===== src/include/adcsr_consts.svh =====
`ifndef ADCSR_CONSTS_SVH
`define ADCSR_CONSTS_SVH

// ****************************************************************
// Register offsets.
// ****************************************************************
`define ADCSR_OFS_DIAG_CTRL1     8'h15
`define ADCSR_OFS_DIAG_CTRL2     8'h16
`define ADCSR_OFS_LOAD_OHMS_CH1  8'h17
`define ADCSR_OFS_LOAD_OHMS_CH4  8'h1a
`define ADCSR_OFS_ANGLE_UPPER    8'h1b
`define ADCSR_OFS_ANGLE_LOWER    8'h1c
`define ADCSR_OFS_METRIC_UPPER   8'h1d
`define ADCSR_OFS_METRIC_LOWER   8'h1e
`define ADCSR_OFS_FAULT_CTRL     8'h21
`define ADCSR_OFS_CLIP_CTRL      8'h22
`define ADCSR_OFS_CLIP_RUN       8'h23
`define ADCSR_OFS_CLIP_FLAGS     8'h24
`define ADCSR_OFS_ILIM_FLAGS     8'h25

// ****************************************************************
// Field positions.
// ****************************************************************
`define ADCSR_FLT_CLEAR_BIT      7
`define ADCSR_FLT_SWAP_BIT       6
`define ADCSR_FLT_ILIM_MASK_BIT  5
`define ADCSR_FLT_AUTO_BIT       3
`define ADCSR_CLIP_EN_BIT        0
`define ADCSR_D1_GAIN12_BIT      7
`define ADCSR_D1_GAIN34_BIT      5
`define ADCSR_D2_LONG_BIT        4
`define ADCSR_D2_CUR_MSB         3
`define ADCSR_D2_CUR_LSB         2

// ****************************************************************
// Reset values and timing counts.
// ****************************************************************
`define ADCSR_RST_ZERO           8'h00
`define ADCSR_RST_CLIP_CTRL      8'h01
`define ADCSR_RST_CLIP_RUN       8'h14
`define ADCSR_DIAG_CYC_SHORT     7'h20
`define ADCSR_DIAG_CYC_LONG      7'h40
`define ADCSR_CUR_10MA           2'h0
`define ADCSR_CUR_19MA           2'h1

`endif


===== src/include/adcsr_pkg.sv =====
package adcsr_pkg;

  // Serial slave states, one per phase of a byte and its acknowledge.
  typedef enum logic [3:0] {
    ST_IDLE,
    ST_ADDR,
    ST_ADDR_ACK,
    ST_PTR,
    ST_PTR_ACK,
    ST_WDATA,
    ST_WDATA_ACK,
    ST_RDATA,
    ST_RDATA_ACK
  } adcsr_i2c_state_t;

endpackage : adcsr_pkg


===== src/hw/adcsr_sync2.sv =====
`timescale 1ns/1ps

// ****************************************************************
// Two-stage synchroniser for pin levels.
// ****************************************************************
module adcsr_sync2 #(
  parameter int WIDTH = 1
) (
  input  wire logic             sys_clk,
  input  wire logic             resetn,
  input  wire logic [WIDTH-1:0] async_in,
  output logic      [WIDTH-1:0] sync_out
);

  logic [WIDTH-1:0] meta_ff;
  logic [WIDTH-1:0] sync_ff;

  // The first stage feeds only the second, never any logic.
  always_ff @(posedge sys_clk or negedge resetn) begin
    if (!resetn) begin
      meta_ff <= '0;
      sync_ff <= '0;
    end else begin
      meta_ff <= async_in;
      sync_ff <= meta_ff;
    end
  end

  assign sync_out = sync_ff;

endmodule : adcsr_sync2


===== src/hw/adcsr_clip_run.sv =====
`timescale 1ns/1ps

// ****************************************************************
// Per-channel run counter of full duty-cycle PWM periods.
// ****************************************************************
module adcsr_clip_run #(
  parameter int WIDTH = 8
) (
  input  wire logic             sys_clk,
  input  wire logic             resetn,
  input  wire logic             enable,
  input  wire logic             period_tick,
  input  wire logic             full_duty,
  input  wire logic [WIDTH-1:0] run_length,
  output logic                  clipping
);

  logic [WIDTH-1:0] run_ff;
  logic             clip_ff;

  // The counter saturates so a long clip never wraps and drops the flag.
  always_ff @(posedge sys_clk or negedge resetn) begin
    if (!resetn) begin
      run_ff <= '0;
    end else if (!enable) begin
      run_ff <= '0;
    end else if (period_tick) begin
      if (!full_duty) begin
        run_ff <= '0;
      end else if (run_ff != {WIDTH{1'b1}}) begin
        run_ff <= run_ff + 1'b1;
      end
    end
  end

  // Clipping is reported once the run reaches the window.
  always_ff @(posedge sys_clk or negedge resetn) begin
    if (!resetn) begin
      clip_ff <= 1'b0;
    end else begin
      clip_ff <= enable && (run_ff >= run_length) && (run_ff != '0);
    end
  end

  assign clipping = clip_ff;

endmodule : adcsr_clip_run


===== src/hw/adcsr_regbank.sv =====
`timescale 1ns/1ps
`include "adcsr_consts.svh"

// Operation
// Each channel's load impedance is an 8-bit read-only code at 0.2496 ohm per step.
// The 16-bit phase result reads as an upper byte and a lower byte, both zero after reset.
// The 16-bit secondary metric reads as an upper byte and a lower byte, both zero after reset.
// Writing one to bit 7 of the fault control register clears latched faults.
// Bit 6 of the fault control register selects the swapped source for paralleled channels.
// Bit 5 set keeps current-limit events off the warning pin, clear lets them through.
// Bit 3 clear keeps a thermal shutdown latched, set lets it recover on its own.
// Bit 0 of the clip control register enables clip detection and resets to one.
// Clipping is reported once consecutive full-duty periods reach the window, reset 20.
// The clip flag register holds one read-only flag per channel in bits 3 to 0.
// The host programs the window and related settings consistently with the enable.
// The current-limit register holds one read-only flag per channel, reset to zero.
// Diagnostics run only on enabled channels, with per-pair gain of 1 or 4.
// Diagnostics use 32 or 64 cycles and a test current of 10 mA or 19 mA.
// The fault clear bit returns to zero after it has been acted on.
module adcsr_regbank
  import adcsr_pkg::*;
#(
  parameter logic [6:0] DEV_ADDR = 7'h35, // Arbitrary bus address.
  parameter int         NCH      = 4
) (
  input  wire logic             sys_clk,
  input  wire logic             resetn,
  input  wire logic             scl_in,
  input  wire logic             sda_in,
  output logic                  sda_out,
  output logic                  sda_oe,
  input  wire logic             diag_done,
  input  wire logic [NCH*8-1:0] diag_load_ohms,
  input  wire logic [15:0]      diag_load_angle,
  input  wire logic [15:0]      diag_metric,
  output logic [NCH-1:0]        diag_channel_enable,
  output logic                  diag_gain4_ch12,
  output logic                  diag_gain4_ch34,
  output logic [6:0]            diag_cycle_count,
  output logic [1:0]            diag_test_current,
  input  wire logic             pwm_period_tick,
  input  wire logic [NCH-1:0]   pwm_full_duty,
  input  wire logic             clip_pin_mask,
  input  wire logic [NCH-1:0]   current_limit_in,
  input  wire logic             overtemp_in,
  output logic                  fault_clear,
  output logic                  parallel_source_swap,
  output logic                  thermal_shutdown,
  output logic                  warn_n
);

  // ****************************************************************
  // Pin synchronisation.
  // ****************************************************************
  logic [NCH+2:0] pins_sync;
  logic           scl_s;
  logic           sda_s;
  logic [NCH-1:0] ilim_s;
  logic           ot_s;

  adcsr_sync2 #(.WIDTH(NCH+3)) u_sync (
    .sys_clk  (sys_clk),
    .resetn   (resetn),
    .async_in ({overtemp_in, current_limit_in, sda_in, scl_in}),
    .sync_out (pins_sync)
  );

  assign scl_s  = pins_sync[0];
  assign sda_s  = pins_sync[1];
  assign ilim_s = pins_sync[NCH+1:2];
  assign ot_s   = pins_sync[NCH+2];

  // ****************************************************************
  // Serial slave.
  // ****************************************************************
  adcsr_i2c_state_t state_ff;
  logic             scl_d_ff;
  logic             sda_d_ff;
  logic [7:0]       shift_ff;
  logic [7:0]       tx_ff;
  logic [3:0]       bit_cnt_ff;
  logic [7:0]       ptr_ff;
  logic             rw_ff;
  logic             ack_seen_ff;
  logic             drive_low_ff;
  logic             wr_stb_ff;
  logic [7:0]       wr_addr_ff;
  logic [7:0]       wr_data_ff;
  logic [7:0]       rd_byte;
  logic             scl_rise;
  logic             scl_fall;
  logic             start_cond;
  logic             stop_cond;

  // Edge history of the synchronised bus lines.
  always_ff @(posedge sys_clk or negedge resetn) begin
    if (!resetn) begin
      scl_d_ff <= 1'b1;
      sda_d_ff <= 1'b1;
    end else begin
      scl_d_ff <= scl_s;
      sda_d_ff <= sda_s;
    end
  end

  assign scl_rise   = scl_s && !scl_d_ff;
  assign scl_fall   = !scl_s && scl_d_ff;
  assign start_cond = scl_s && scl_d_ff && sda_d_ff && !sda_s;
  assign stop_cond  = scl_s && scl_d_ff && !sda_d_ff && sda_s;

  // Bits are sampled on the rising clock edge and driven after the falling one,
  // so the data line only moves while the clock is low.
  always_ff @(posedge sys_clk or negedge resetn) begin
    if (!resetn) begin
      state_ff     <= ST_IDLE;
      shift_ff     <= 8'h00;
      tx_ff        <= 8'h00;
      bit_cnt_ff   <= 4'h0;
      ptr_ff       <= 8'h00;
      rw_ff        <= 1'b0;
      ack_seen_ff  <= 1'b0;
      drive_low_ff <= 1'b0;
      wr_stb_ff    <= 1'b0;
      wr_addr_ff   <= 8'h00;
      wr_data_ff   <= 8'h00;
    end else begin
      wr_stb_ff <= 1'b0;
      if (start_cond) begin
        state_ff     <= ST_ADDR;
        bit_cnt_ff   <= 4'h0;
        drive_low_ff <= 1'b0;
      end else if (stop_cond) begin
        state_ff     <= ST_IDLE;
        drive_low_ff <= 1'b0;
      end else if (scl_rise) begin
        if (state_ff == ST_ADDR || state_ff == ST_PTR || state_ff == ST_WDATA) begin
          shift_ff   <= {shift_ff[6:0], sda_s};
          bit_cnt_ff <= bit_cnt_ff + 4'h1;
        end else if (state_ff == ST_RDATA_ACK) begin
          ack_seen_ff <= !sda_s;
        end
      end else if (scl_fall) begin
        unique case (state_ff)
          ST_IDLE: begin
            drive_low_ff <= 1'b0;
          end
          ST_ADDR: begin
            if (bit_cnt_ff == 4'h8) begin
              if (shift_ff[7:1] == DEV_ADDR) begin
                state_ff     <= ST_ADDR_ACK;
                rw_ff        <= shift_ff[0];
                drive_low_ff <= 1'b1;
              end else begin
                state_ff <= ST_IDLE;
              end
            end
          end
          ST_ADDR_ACK: begin
            bit_cnt_ff <= 4'h0;
            if (rw_ff) begin
              state_ff     <= ST_RDATA;
              drive_low_ff <= !rd_byte[7];
              tx_ff        <= {rd_byte[6:0], 1'b0};
              bit_cnt_ff   <= 4'h1;
              ptr_ff       <= ptr_ff + 8'h01;
            end else begin
              state_ff     <= ST_PTR;
              drive_low_ff <= 1'b0;
            end
          end
          ST_PTR: begin
            if (bit_cnt_ff == 4'h8) begin
              state_ff     <= ST_PTR_ACK;
              ptr_ff       <= shift_ff;
              drive_low_ff <= 1'b1;
            end
          end
          ST_PTR_ACK, ST_WDATA_ACK: begin
            state_ff     <= ST_WDATA;
            bit_cnt_ff   <= 4'h0;
            drive_low_ff <= 1'b0;
          end
          ST_WDATA: begin
            if (bit_cnt_ff == 4'h8) begin
              state_ff     <= ST_WDATA_ACK;
              drive_low_ff <= 1'b1;
              wr_stb_ff    <= 1'b1;
              wr_addr_ff   <= ptr_ff;
              wr_data_ff   <= shift_ff;
              ptr_ff       <= ptr_ff + 8'h01;
            end
          end
          ST_RDATA: begin
            if (bit_cnt_ff == 4'h8) begin
              state_ff     <= ST_RDATA_ACK;
              drive_low_ff <= 1'b0;
            end else begin
              drive_low_ff <= !tx_ff[7];
              tx_ff        <= {tx_ff[6:0], 1'b0};
              bit_cnt_ff   <= bit_cnt_ff + 4'h1;
            end
          end
          ST_RDATA_ACK: begin
            if (ack_seen_ff) begin
              state_ff     <= ST_RDATA;
              drive_low_ff <= !rd_byte[7];
              tx_ff        <= {rd_byte[6:0], 1'b0};
              bit_cnt_ff   <= 4'h1;
              ptr_ff       <= ptr_ff + 8'h01;
            end else begin
              state_ff     <= ST_IDLE;
              drive_low_ff <= 1'b0;
            end
          end
        endcase
      end
    end
  end

  // Open-drain: the line is only ever pulled low.
  assign sda_out = 1'b0;
  assign sda_oe  = drive_low_ff;

  // ****************************************************************
  // Control registers.
  // ****************************************************************
  logic [7:0] diag_ctrl1_ff;
  logic [7:0] diag_ctrl2_ff;
  logic [7:3] fault_ctrl_ff;
  logic       clip_en_ff;
  logic [7:0] clip_run_ff;

  // Diagnostic set-up registers, all bits stored as written.
  always_ff @(posedge sys_clk or negedge resetn) begin
    if (!resetn) begin
      diag_ctrl1_ff <= `ADCSR_RST_ZERO;
      diag_ctrl2_ff <= `ADCSR_RST_ZERO;
    end else if (wr_stb_ff) begin
      if (wr_addr_ff == `ADCSR_OFS_DIAG_CTRL1) diag_ctrl1_ff <= wr_data_ff;
      if (wr_addr_ff == `ADCSR_OFS_DIAG_CTRL2) diag_ctrl2_ff <= wr_data_ff;
    end
  end

  // The clear bit drops back one cycle after being set; a fresh write of one wins.
  always_ff @(posedge sys_clk or negedge resetn) begin
    if (!resetn) begin
      fault_ctrl_ff <= 5'h00;
    end else if (wr_stb_ff && wr_addr_ff == `ADCSR_OFS_FAULT_CTRL) begin
      fault_ctrl_ff <= wr_data_ff[7:3];
    end else begin
      fault_ctrl_ff[`ADCSR_FLT_CLEAR_BIT] <= 1'b0;
    end
  end

  // Clip detector settings.
  always_ff @(posedge sys_clk or negedge resetn) begin
    if (!resetn) begin
      clip_en_ff  <= 1'(`ADCSR_RST_CLIP_CTRL >> `ADCSR_CLIP_EN_BIT);
      clip_run_ff <= `ADCSR_RST_CLIP_RUN;
    end else if (wr_stb_ff) begin
      if (wr_addr_ff == `ADCSR_OFS_CLIP_CTRL) clip_en_ff <= wr_data_ff[`ADCSR_CLIP_EN_BIT];
      if (wr_addr_ff == `ADCSR_OFS_CLIP_RUN) clip_run_ff <= wr_data_ff;
    end
  end

  assign fault_clear          = fault_ctrl_ff[`ADCSR_FLT_CLEAR_BIT];
  assign parallel_source_swap = fault_ctrl_ff[`ADCSR_FLT_SWAP_BIT];
  assign diag_channel_enable  = diag_ctrl1_ff[NCH-1:0];
  assign diag_gain4_ch12      = diag_ctrl1_ff[`ADCSR_D1_GAIN12_BIT];
  assign diag_gain4_ch34      = diag_ctrl1_ff[`ADCSR_D1_GAIN34_BIT];
  assign diag_cycle_count     = diag_ctrl2_ff[`ADCSR_D2_LONG_BIT] ?
                                `ADCSR_DIAG_CYC_LONG : `ADCSR_DIAG_CYC_SHORT;
  // Reserved current codes fall back to the lower current as the safer choice.
  assign diag_test_current    =
    (diag_ctrl2_ff[`ADCSR_D2_CUR_MSB:`ADCSR_D2_CUR_LSB] == `ADCSR_CUR_19MA) ?
    `ADCSR_CUR_19MA : `ADCSR_CUR_10MA;

  // ****************************************************************
  // Diagnostic results.
  // ****************************************************************
  logic [7:0]  load_ohms_ff [NCH];
  logic [15:0] angle_ff;
  logic [15:0] metric_ff;

  // Channel ch takes a new impedance code when a run completes only if enable bit NCH-1-ch is set.
  for (genvar ch = 0; ch < NCH; ch++) begin : g_ohms
    always_ff @(posedge sys_clk or negedge resetn) begin
      if (!resetn) begin
        load_ohms_ff[ch] <= `ADCSR_RST_ZERO;
      end else if (diag_done && diag_channel_enable[NCH-1-ch]) begin
        load_ohms_ff[ch] <= diag_load_ohms[ch*8 +: 8];
      end
    end
  end

  // Phase and metric words are captured together so both bytes stay coherent.
  always_ff @(posedge sys_clk or negedge resetn) begin
    if (!resetn) begin
      angle_ff  <= 16'h0000;
      metric_ff <= 16'h0000;
    end else if (diag_done) begin
      angle_ff  <= diag_load_angle;
      metric_ff <= diag_metric;
    end
  end

  // ****************************************************************
  // Clip, current-limit and thermal status.
  // ****************************************************************
  logic [NCH-1:0] clip_flags;
  logic [NCH-1:0] ilim_ff;
  logic           ot_ff;
  logic           warn_n_ff;

  for (genvar ch = 0; ch < NCH; ch++) begin : g_clip
    adcsr_clip_run #(.WIDTH(8)) u_run (
      .sys_clk     (sys_clk),
      .resetn      (resetn),
      .enable      (clip_en_ff),
      .period_tick (pwm_period_tick),
      .full_duty   (pwm_full_duty[ch]),
      .run_length  (clip_run_ff),
      .clipping    (clip_flags[ch])
    );
  end

  // Sticky current-limit flags; a new event wins over a clear in the same cycle.
  always_ff @(posedge sys_clk or negedge resetn) begin
    if (!resetn) begin
      ilim_ff <= '0;
    end else begin
      ilim_ff <= (ilim_ff & ~{NCH{fault_clear}}) | ilim_s;
    end
  end

  // Thermal shutdown holds while hot; afterwards it waits for a clear or self-releases.
  always_ff @(posedge sys_clk or negedge resetn) begin
    if (!resetn) begin
      ot_ff <= 1'b0;
    end else if (ot_s) begin
      ot_ff <= 1'b1;
    end else if (fault_ctrl_ff[`ADCSR_FLT_AUTO_BIT] || fault_clear) begin
      ot_ff <= 1'b0;
    end
  end

  // Warning pin, active low.
  always_ff @(posedge sys_clk or negedge resetn) begin
    if (!resetn) begin
      warn_n_ff <= 1'b1;
    end else begin
      warn_n_ff <= !(((|ilim_ff) && !fault_ctrl_ff[`ADCSR_FLT_ILIM_MASK_BIT]) ||
                     ((|clip_flags) && !clip_pin_mask));
    end
  end

  assign thermal_shutdown = ot_ff;
  assign warn_n           = warn_n_ff;

  // ****************************************************************
  // Read multiplexer.
  // ****************************************************************
  always_comb begin
    rd_byte = 8'h00;
    if (ptr_ff >= `ADCSR_OFS_LOAD_OHMS_CH1 && ptr_ff <= `ADCSR_OFS_LOAD_OHMS_CH4) begin
      rd_byte = load_ohms_ff[2'(ptr_ff - `ADCSR_OFS_LOAD_OHMS_CH1)];
    end
    unique case (ptr_ff)
      `ADCSR_OFS_DIAG_CTRL1:   rd_byte = diag_ctrl1_ff;
      `ADCSR_OFS_DIAG_CTRL2:   rd_byte = diag_ctrl2_ff;
      `ADCSR_OFS_ANGLE_UPPER:  rd_byte = angle_ff[15:8];
      `ADCSR_OFS_ANGLE_LOWER:  rd_byte = angle_ff[7:0];
      `ADCSR_OFS_METRIC_UPPER: rd_byte = metric_ff[15:8];
      `ADCSR_OFS_METRIC_LOWER: rd_byte = metric_ff[7:0];
      `ADCSR_OFS_FAULT_CTRL:   rd_byte = {fault_ctrl_ff, 3'b000};
      `ADCSR_OFS_CLIP_CTRL:    rd_byte = {7'h00, clip_en_ff};
      `ADCSR_OFS_CLIP_RUN:     rd_byte = clip_run_ff;
      `ADCSR_OFS_CLIP_FLAGS:   rd_byte = {{(8-NCH){1'b0}}, clip_flags};
      `ADCSR_OFS_ILIM_FLAGS:   rd_byte = {{(8-NCH){1'b0}}, ilim_ff};
      default: ;
    endcase
  end

endmodule : adcsr_regbank


===== config.mk =====
export PLATFORM = sky130hd
export DESIGN_NAME = adcsr_regbank
export DESIGN_NICKNAME = d
export VERILOG_FILES = /design/src/include/adcsr_pkg.sv /design/src/hw/adcsr_sync2.sv /design/src/hw/adcsr_clip_run.sv /design/src/hw/adcsr_regbank.sv
export VERILOG_INCLUDE_DIRS = /design/src /design/src/include
export SDC_FILE = /design/constraint.sdc
export NUM_CORES = 1
export LEC_CHECK = 0
export ABC_AREA = 1
export ABC_CLOCK_PERIOD_IN_PS = 2800
export BUFFER_PORTS_ARGS = -buffer_cell sky130_fd_sc_hd__buf_2
export CAP_MARGIN = 25
export CORE_AREA = 2 2 139 141
export CTS_CLUSTER_DIAMETER = 30
export DETAILED_ROUTE_END_ITERATION = 10
export DIE_AREA = 0 0 141 143
export PLACE_DENSITY_LB_ADDON = 0.15
export RECOVER_POWER = 100
export SLEW_MARGIN = 40
export SYNTH_ARGS = -nofsm -noshare
export SYNTH_HDL_FRONTEND = slang
export SYNTH_SLANG_ARGS = --single-unit

===== constraint.sdc =====
create_clock -name sys_clk -period 2.8 [get_ports sys_clk]
set_input_delay 0.42 -clock sys_clk [delete_from_list [all_inputs] [get_ports sys_clk]]
set_output_delay 0.42 -clock sys_clk [all_outputs]
set_load 0.05 [all_outputs]

==> impl_metrics.env <==
export IMPL_max_freq_mhz=439
export IMPL_finalSetupTns_ps=0
export IMPL_drtAntennaViolNets=0
export IMPL_cts_root_buf="clkbuf_16"
export IMPL_cts_resized=0
export IMPL_dieArea_um2=20200
export IMPL_num_vias=9387
export IMPL_grt_pass1_wl_mm=46.5
export IMPL_drc_errors=0
export IMPL_met1_length_mm=12.0
export IMPL_syn_to_final_growth_pct=19.0
export IMPL_endpoint_kind="flip-flop"
export IMPL_power_leakage_nw=6.21
export IMPL_p_sw_mw=2.81
export IMPL_clock_skew_ps=22.8
export IMPL_highest_signal_layer="met4"
export IMPL_tightestPinTransition_ps=2050
export IMPL_synth_cells=1315
export IMPL_status="finished, violations left"
export IMPL_initial_core_util_pct=58.9
export IMPL_critical_path_arrival_ps=2650
export IMPL_synth_edff_count=0
export IMPL_cts_buffer_depth=3
export IMPL_cts_tree="yes"
export IMPL_yosys_area_share_simple_pct=23.1
export IMPL_antenna_found_initial=3
export IMPL_netSwitchingFraction_pct=28.3
export IMPL_ys_ff_latch=203
export IMPL_p_int_mw=7.10
export IMPL_slew_viol_final=107
export IMPL_port_buffers=93
export IMPL_nets=1558
export IMPL_synth_xor_area_share_pct=0.640
export IMPL_async_reset_ff_share_pct=100
export IMPL_yosysSeqAreaShare_pct=46.5
export IMPL_rsz0062_at_grt="no"
export IMPL_core_um2=18600
export IMPL_via_per_inst=5.53
export IMPL_setup_viol=0
export IMPL_synth_cell_types=49
export IMPL_synthFlopType="dfrtp_1"
export IMPL_insertion_delay_ps=510
export IMPL_synthMuxAreaShare_pct=3.09
export IMPL_syn_cell_area_um2=10900
export IMPL_wl_met3_mm=1.96
export IMPL_drtIter0Drc=732
export IMPL_wl_per_cell_um=17.0
export IMPL_rows=50
export IMPL_holdCritPathClass="input pin to flip-flop"
export IMPL_final_util_pct=70.1
export IMPL_max_cap_viol_count=2
export IMPL_pin_count=101
export IMPL_peakVddDrop_v=0.000527
export IMPL_synth_top_family_by_area="simple AND/OR/NAND/NOR gates"
export IMPL_htreeDepth=2
export IMPL_dp_worst_setup_slack_ps=689
export IMPL_synth_compound_area_share_pct=12.4
export IMPL_gp_congestion=0.974
export IMPL_fin_crit_sh_pct=81.4
export IMPL_die_w_um=141
export IMPL_die_h_um=143
export IMPL_routed_wl_mm=28.9
export IMPL_violations="max-capacitance violations, max-slew violations"
export IMPL_synth_fa_ha_area_share_pct=5.60
export IMPL_cts_buffers=43
export IMPL_worstSetupStartpointType="input pin"
export IMPL_yosys_warnings=0
export IMPL_dr_pass1_iters=6
export IMPL_hold_viol=0
export IMPL_dr_wl_met2_mm=13.9
export IMPL_grt_start_max_net_pins=74
export IMPL_powerDensity_nw_per_um2=760
export IMPL_final_layout_size_suffix_gt1_share_pct=16.5
export IMPL_fin_ws_ps=522
export IMPL_cts_sinks=203
export IMPL_overflow=0
export IMPL_relSlewSlack_pct=-36.7
export IMPL_grt_pass1_vias=9230
export IMPL_p_seq_share_pct=33.0
export IMPL_hpwl_mm=21.0
export IMPL_grtUsageTotal_pct=29.4
export IMPL_syn_area_per_cell_um2=8.32
export IMPL_comb_power_share_pct=16.1
export IMPL_clk_pin_slew_ps=50
export IMPL_period_needed_ps=2280
export IMPL_critPathKind="input pin to flip-flop"
export IMPL_path_max_fanout=46
export IMPL_clock_power_share_pct=50.9
export IMPL_required_ps=3170
[final cells by class]
class,instances,area (um2)
fillers,1479,5560
flip-flops and latches,203,5090
multi-input cells,892,4900
clock buffers,60,1220
inverters,184,696
repair buffers,105,571
well taps,234,293
clock inverters,19,246
diodes,2,5.00
[per-stage QoR]
step | cells | power (mW) | area [um2] | hold slack, ps
final | 1699 | 9.91 | 13000 | 13.0
after floorplan | 1321 | 4.42 | 11000 | 124
after global placement | 1613 | 4.86 | 11600 | 332
after detailed placement | 1613 | 4.88 | 11600 | 336
after global routing | 1698 | 10.3 | 13000 | 0.846
after CTS | 1697 | 9.96 | 13100 | 4.53
[repair_timing]
item,4_1_cts,5_1_grt
setup buffers,0,0
hold buffers,5,0
endpoints found under the hold margin,62,0
[state kept, by name, indices dropped and copies added (netlist names), 4 cells and up]
name	flops
g_clip.u_run.run_ff	32
load_ohms_ff	32
angle_ff	16
metric_ff	16
clip_run_ff	8
diag_ctrl1_ff	8
diag_ctrl2_ff	8
ptr_ff	8
shift_ff	8
wr_addr_ff	8
wr_data_ff	8
tx_ff	7
u_sync.meta_ff	7
u_sync.sync_out	7
fault_ctrl_ff	5
bit_cnt_ff	4
g_clip.u_run.clipping	4
ilim_ff	4
state_ff	4
[final timing paths]
kind | start | end | depth (start not counted) | slack (ps)
hold reg to reg | u_sync.meta_ff[1]$_DFF_PN0_ | u_sync.sync_out[1]$_DFF_PN0_ | 0 | 350
min in group asynchronous | resetn | load_ohms_ff[6]$_DFFE_PN0P_ | 2 | 890
hold / removal | current_limit_in[3] | u_sync.meta_ff[5]$_DFF_PN0_ | 1 | 10
max in group asynchronous | resetn | sda_d_ff$_DFF_PN1_ | 3 | 750
setup reg to reg | u_sync.sync_out[0]$_DFF_PN0_ | ptr_ff[5]$_DFFE_PN0P_ | 10 | 550
setup / recovery | diag_done | metric_ff[14]$_DFFE_PN0P_ | 3 | 520
[synthesized netlist by cell type, types with 4 or more instances]
library cell | n | area share (%)
ha_1 | 49 | 5.6
nand2_2 | 11 | 0.63
o2111ai_1 | 5 | 0.40
nor2_4 | 7 | 0.72
o211ai_1 | 7 | 0.48
nand4_1 | 25 | 1.4
a21oi_1 | 75 | 3.4
nand2_4 | 4 | 0.41
inv_2 | 14 | 0.48
mux2_2 | 30 | 3.1
nand2_1 | 231 | 7.9
nor4_1 | 6 | 0.34
inv_1 | 165 | 5.7
o21ai_0 | 126 | 5.8
dfrtp_1 | 197 | 45
o21ai_1 | 21 | 0.96
dfstp_2 | 6 | 1.4
buf_2 | 7 | 0.32
clkbuf_1 | 16 | 0.55
xor2_1 | 7 | 0.56
nor3_1 | 18 | 0.82
nor2_1 | 118 | 4.0
buf_4 | 16 | 1.1
nand3_2 | 8 | 0.73
nor2_2 | 10 | 0.57
nand3_1 | 96 | 4.4
[power groups by stage]
stage	Sequential (mW)	Combinational, mW	Clock, mW
global route	3.29	1.78	5.22
global placement	3.30	1.56	0
detailed placement	3.31	1.57	0
CTS	3.27	1.59	5.09
finish	3.27	1.59	5.04
floorplan	3.28	1.15	0
[cells in the final DEF, fill, tap and decap left out, drive strengths merged, types with 5 or more instances in the layout]
master       count
dfrtp          197
dlygate4sd3      5
nor4             7
conb             7
a21oi           78
nand3          105
bufinv           5
buf             83
clkinv           8
nand4           25
clkbuf          77
ha              49
clkinvlp         9
nand2          246
inv            181
o2111ai          5
o211ai           7
nor3            18
o21ai          147
mux2            30
nor2           137
dfstp            6
xor2             7
[critical path: stages]
cell,delay (ps)
clkbuf_1,250
clkbuf_1,1500
mux2_2,450
[metal layers]
metal | GRT usage, % | up-vias
met2 | 50.0 | 334
met4 | 11.7 | 0
li1 | - | 4564
met5 | 0 | -
met1 | 37.0 | 4418
met3 | 6.07 | 71
[logic make-up (layout without fill, tap and decap cells)]
group	after synthesis	in the layout
compound gates	254	254
xor+xnor	8	8
fa+ha+maj	49	49
buf+inv	226	368
flops	203	203
mux	30	30
other cells	1	9
simple gates	544	544
Note: power is estimated with default switching activity, not from simulation.
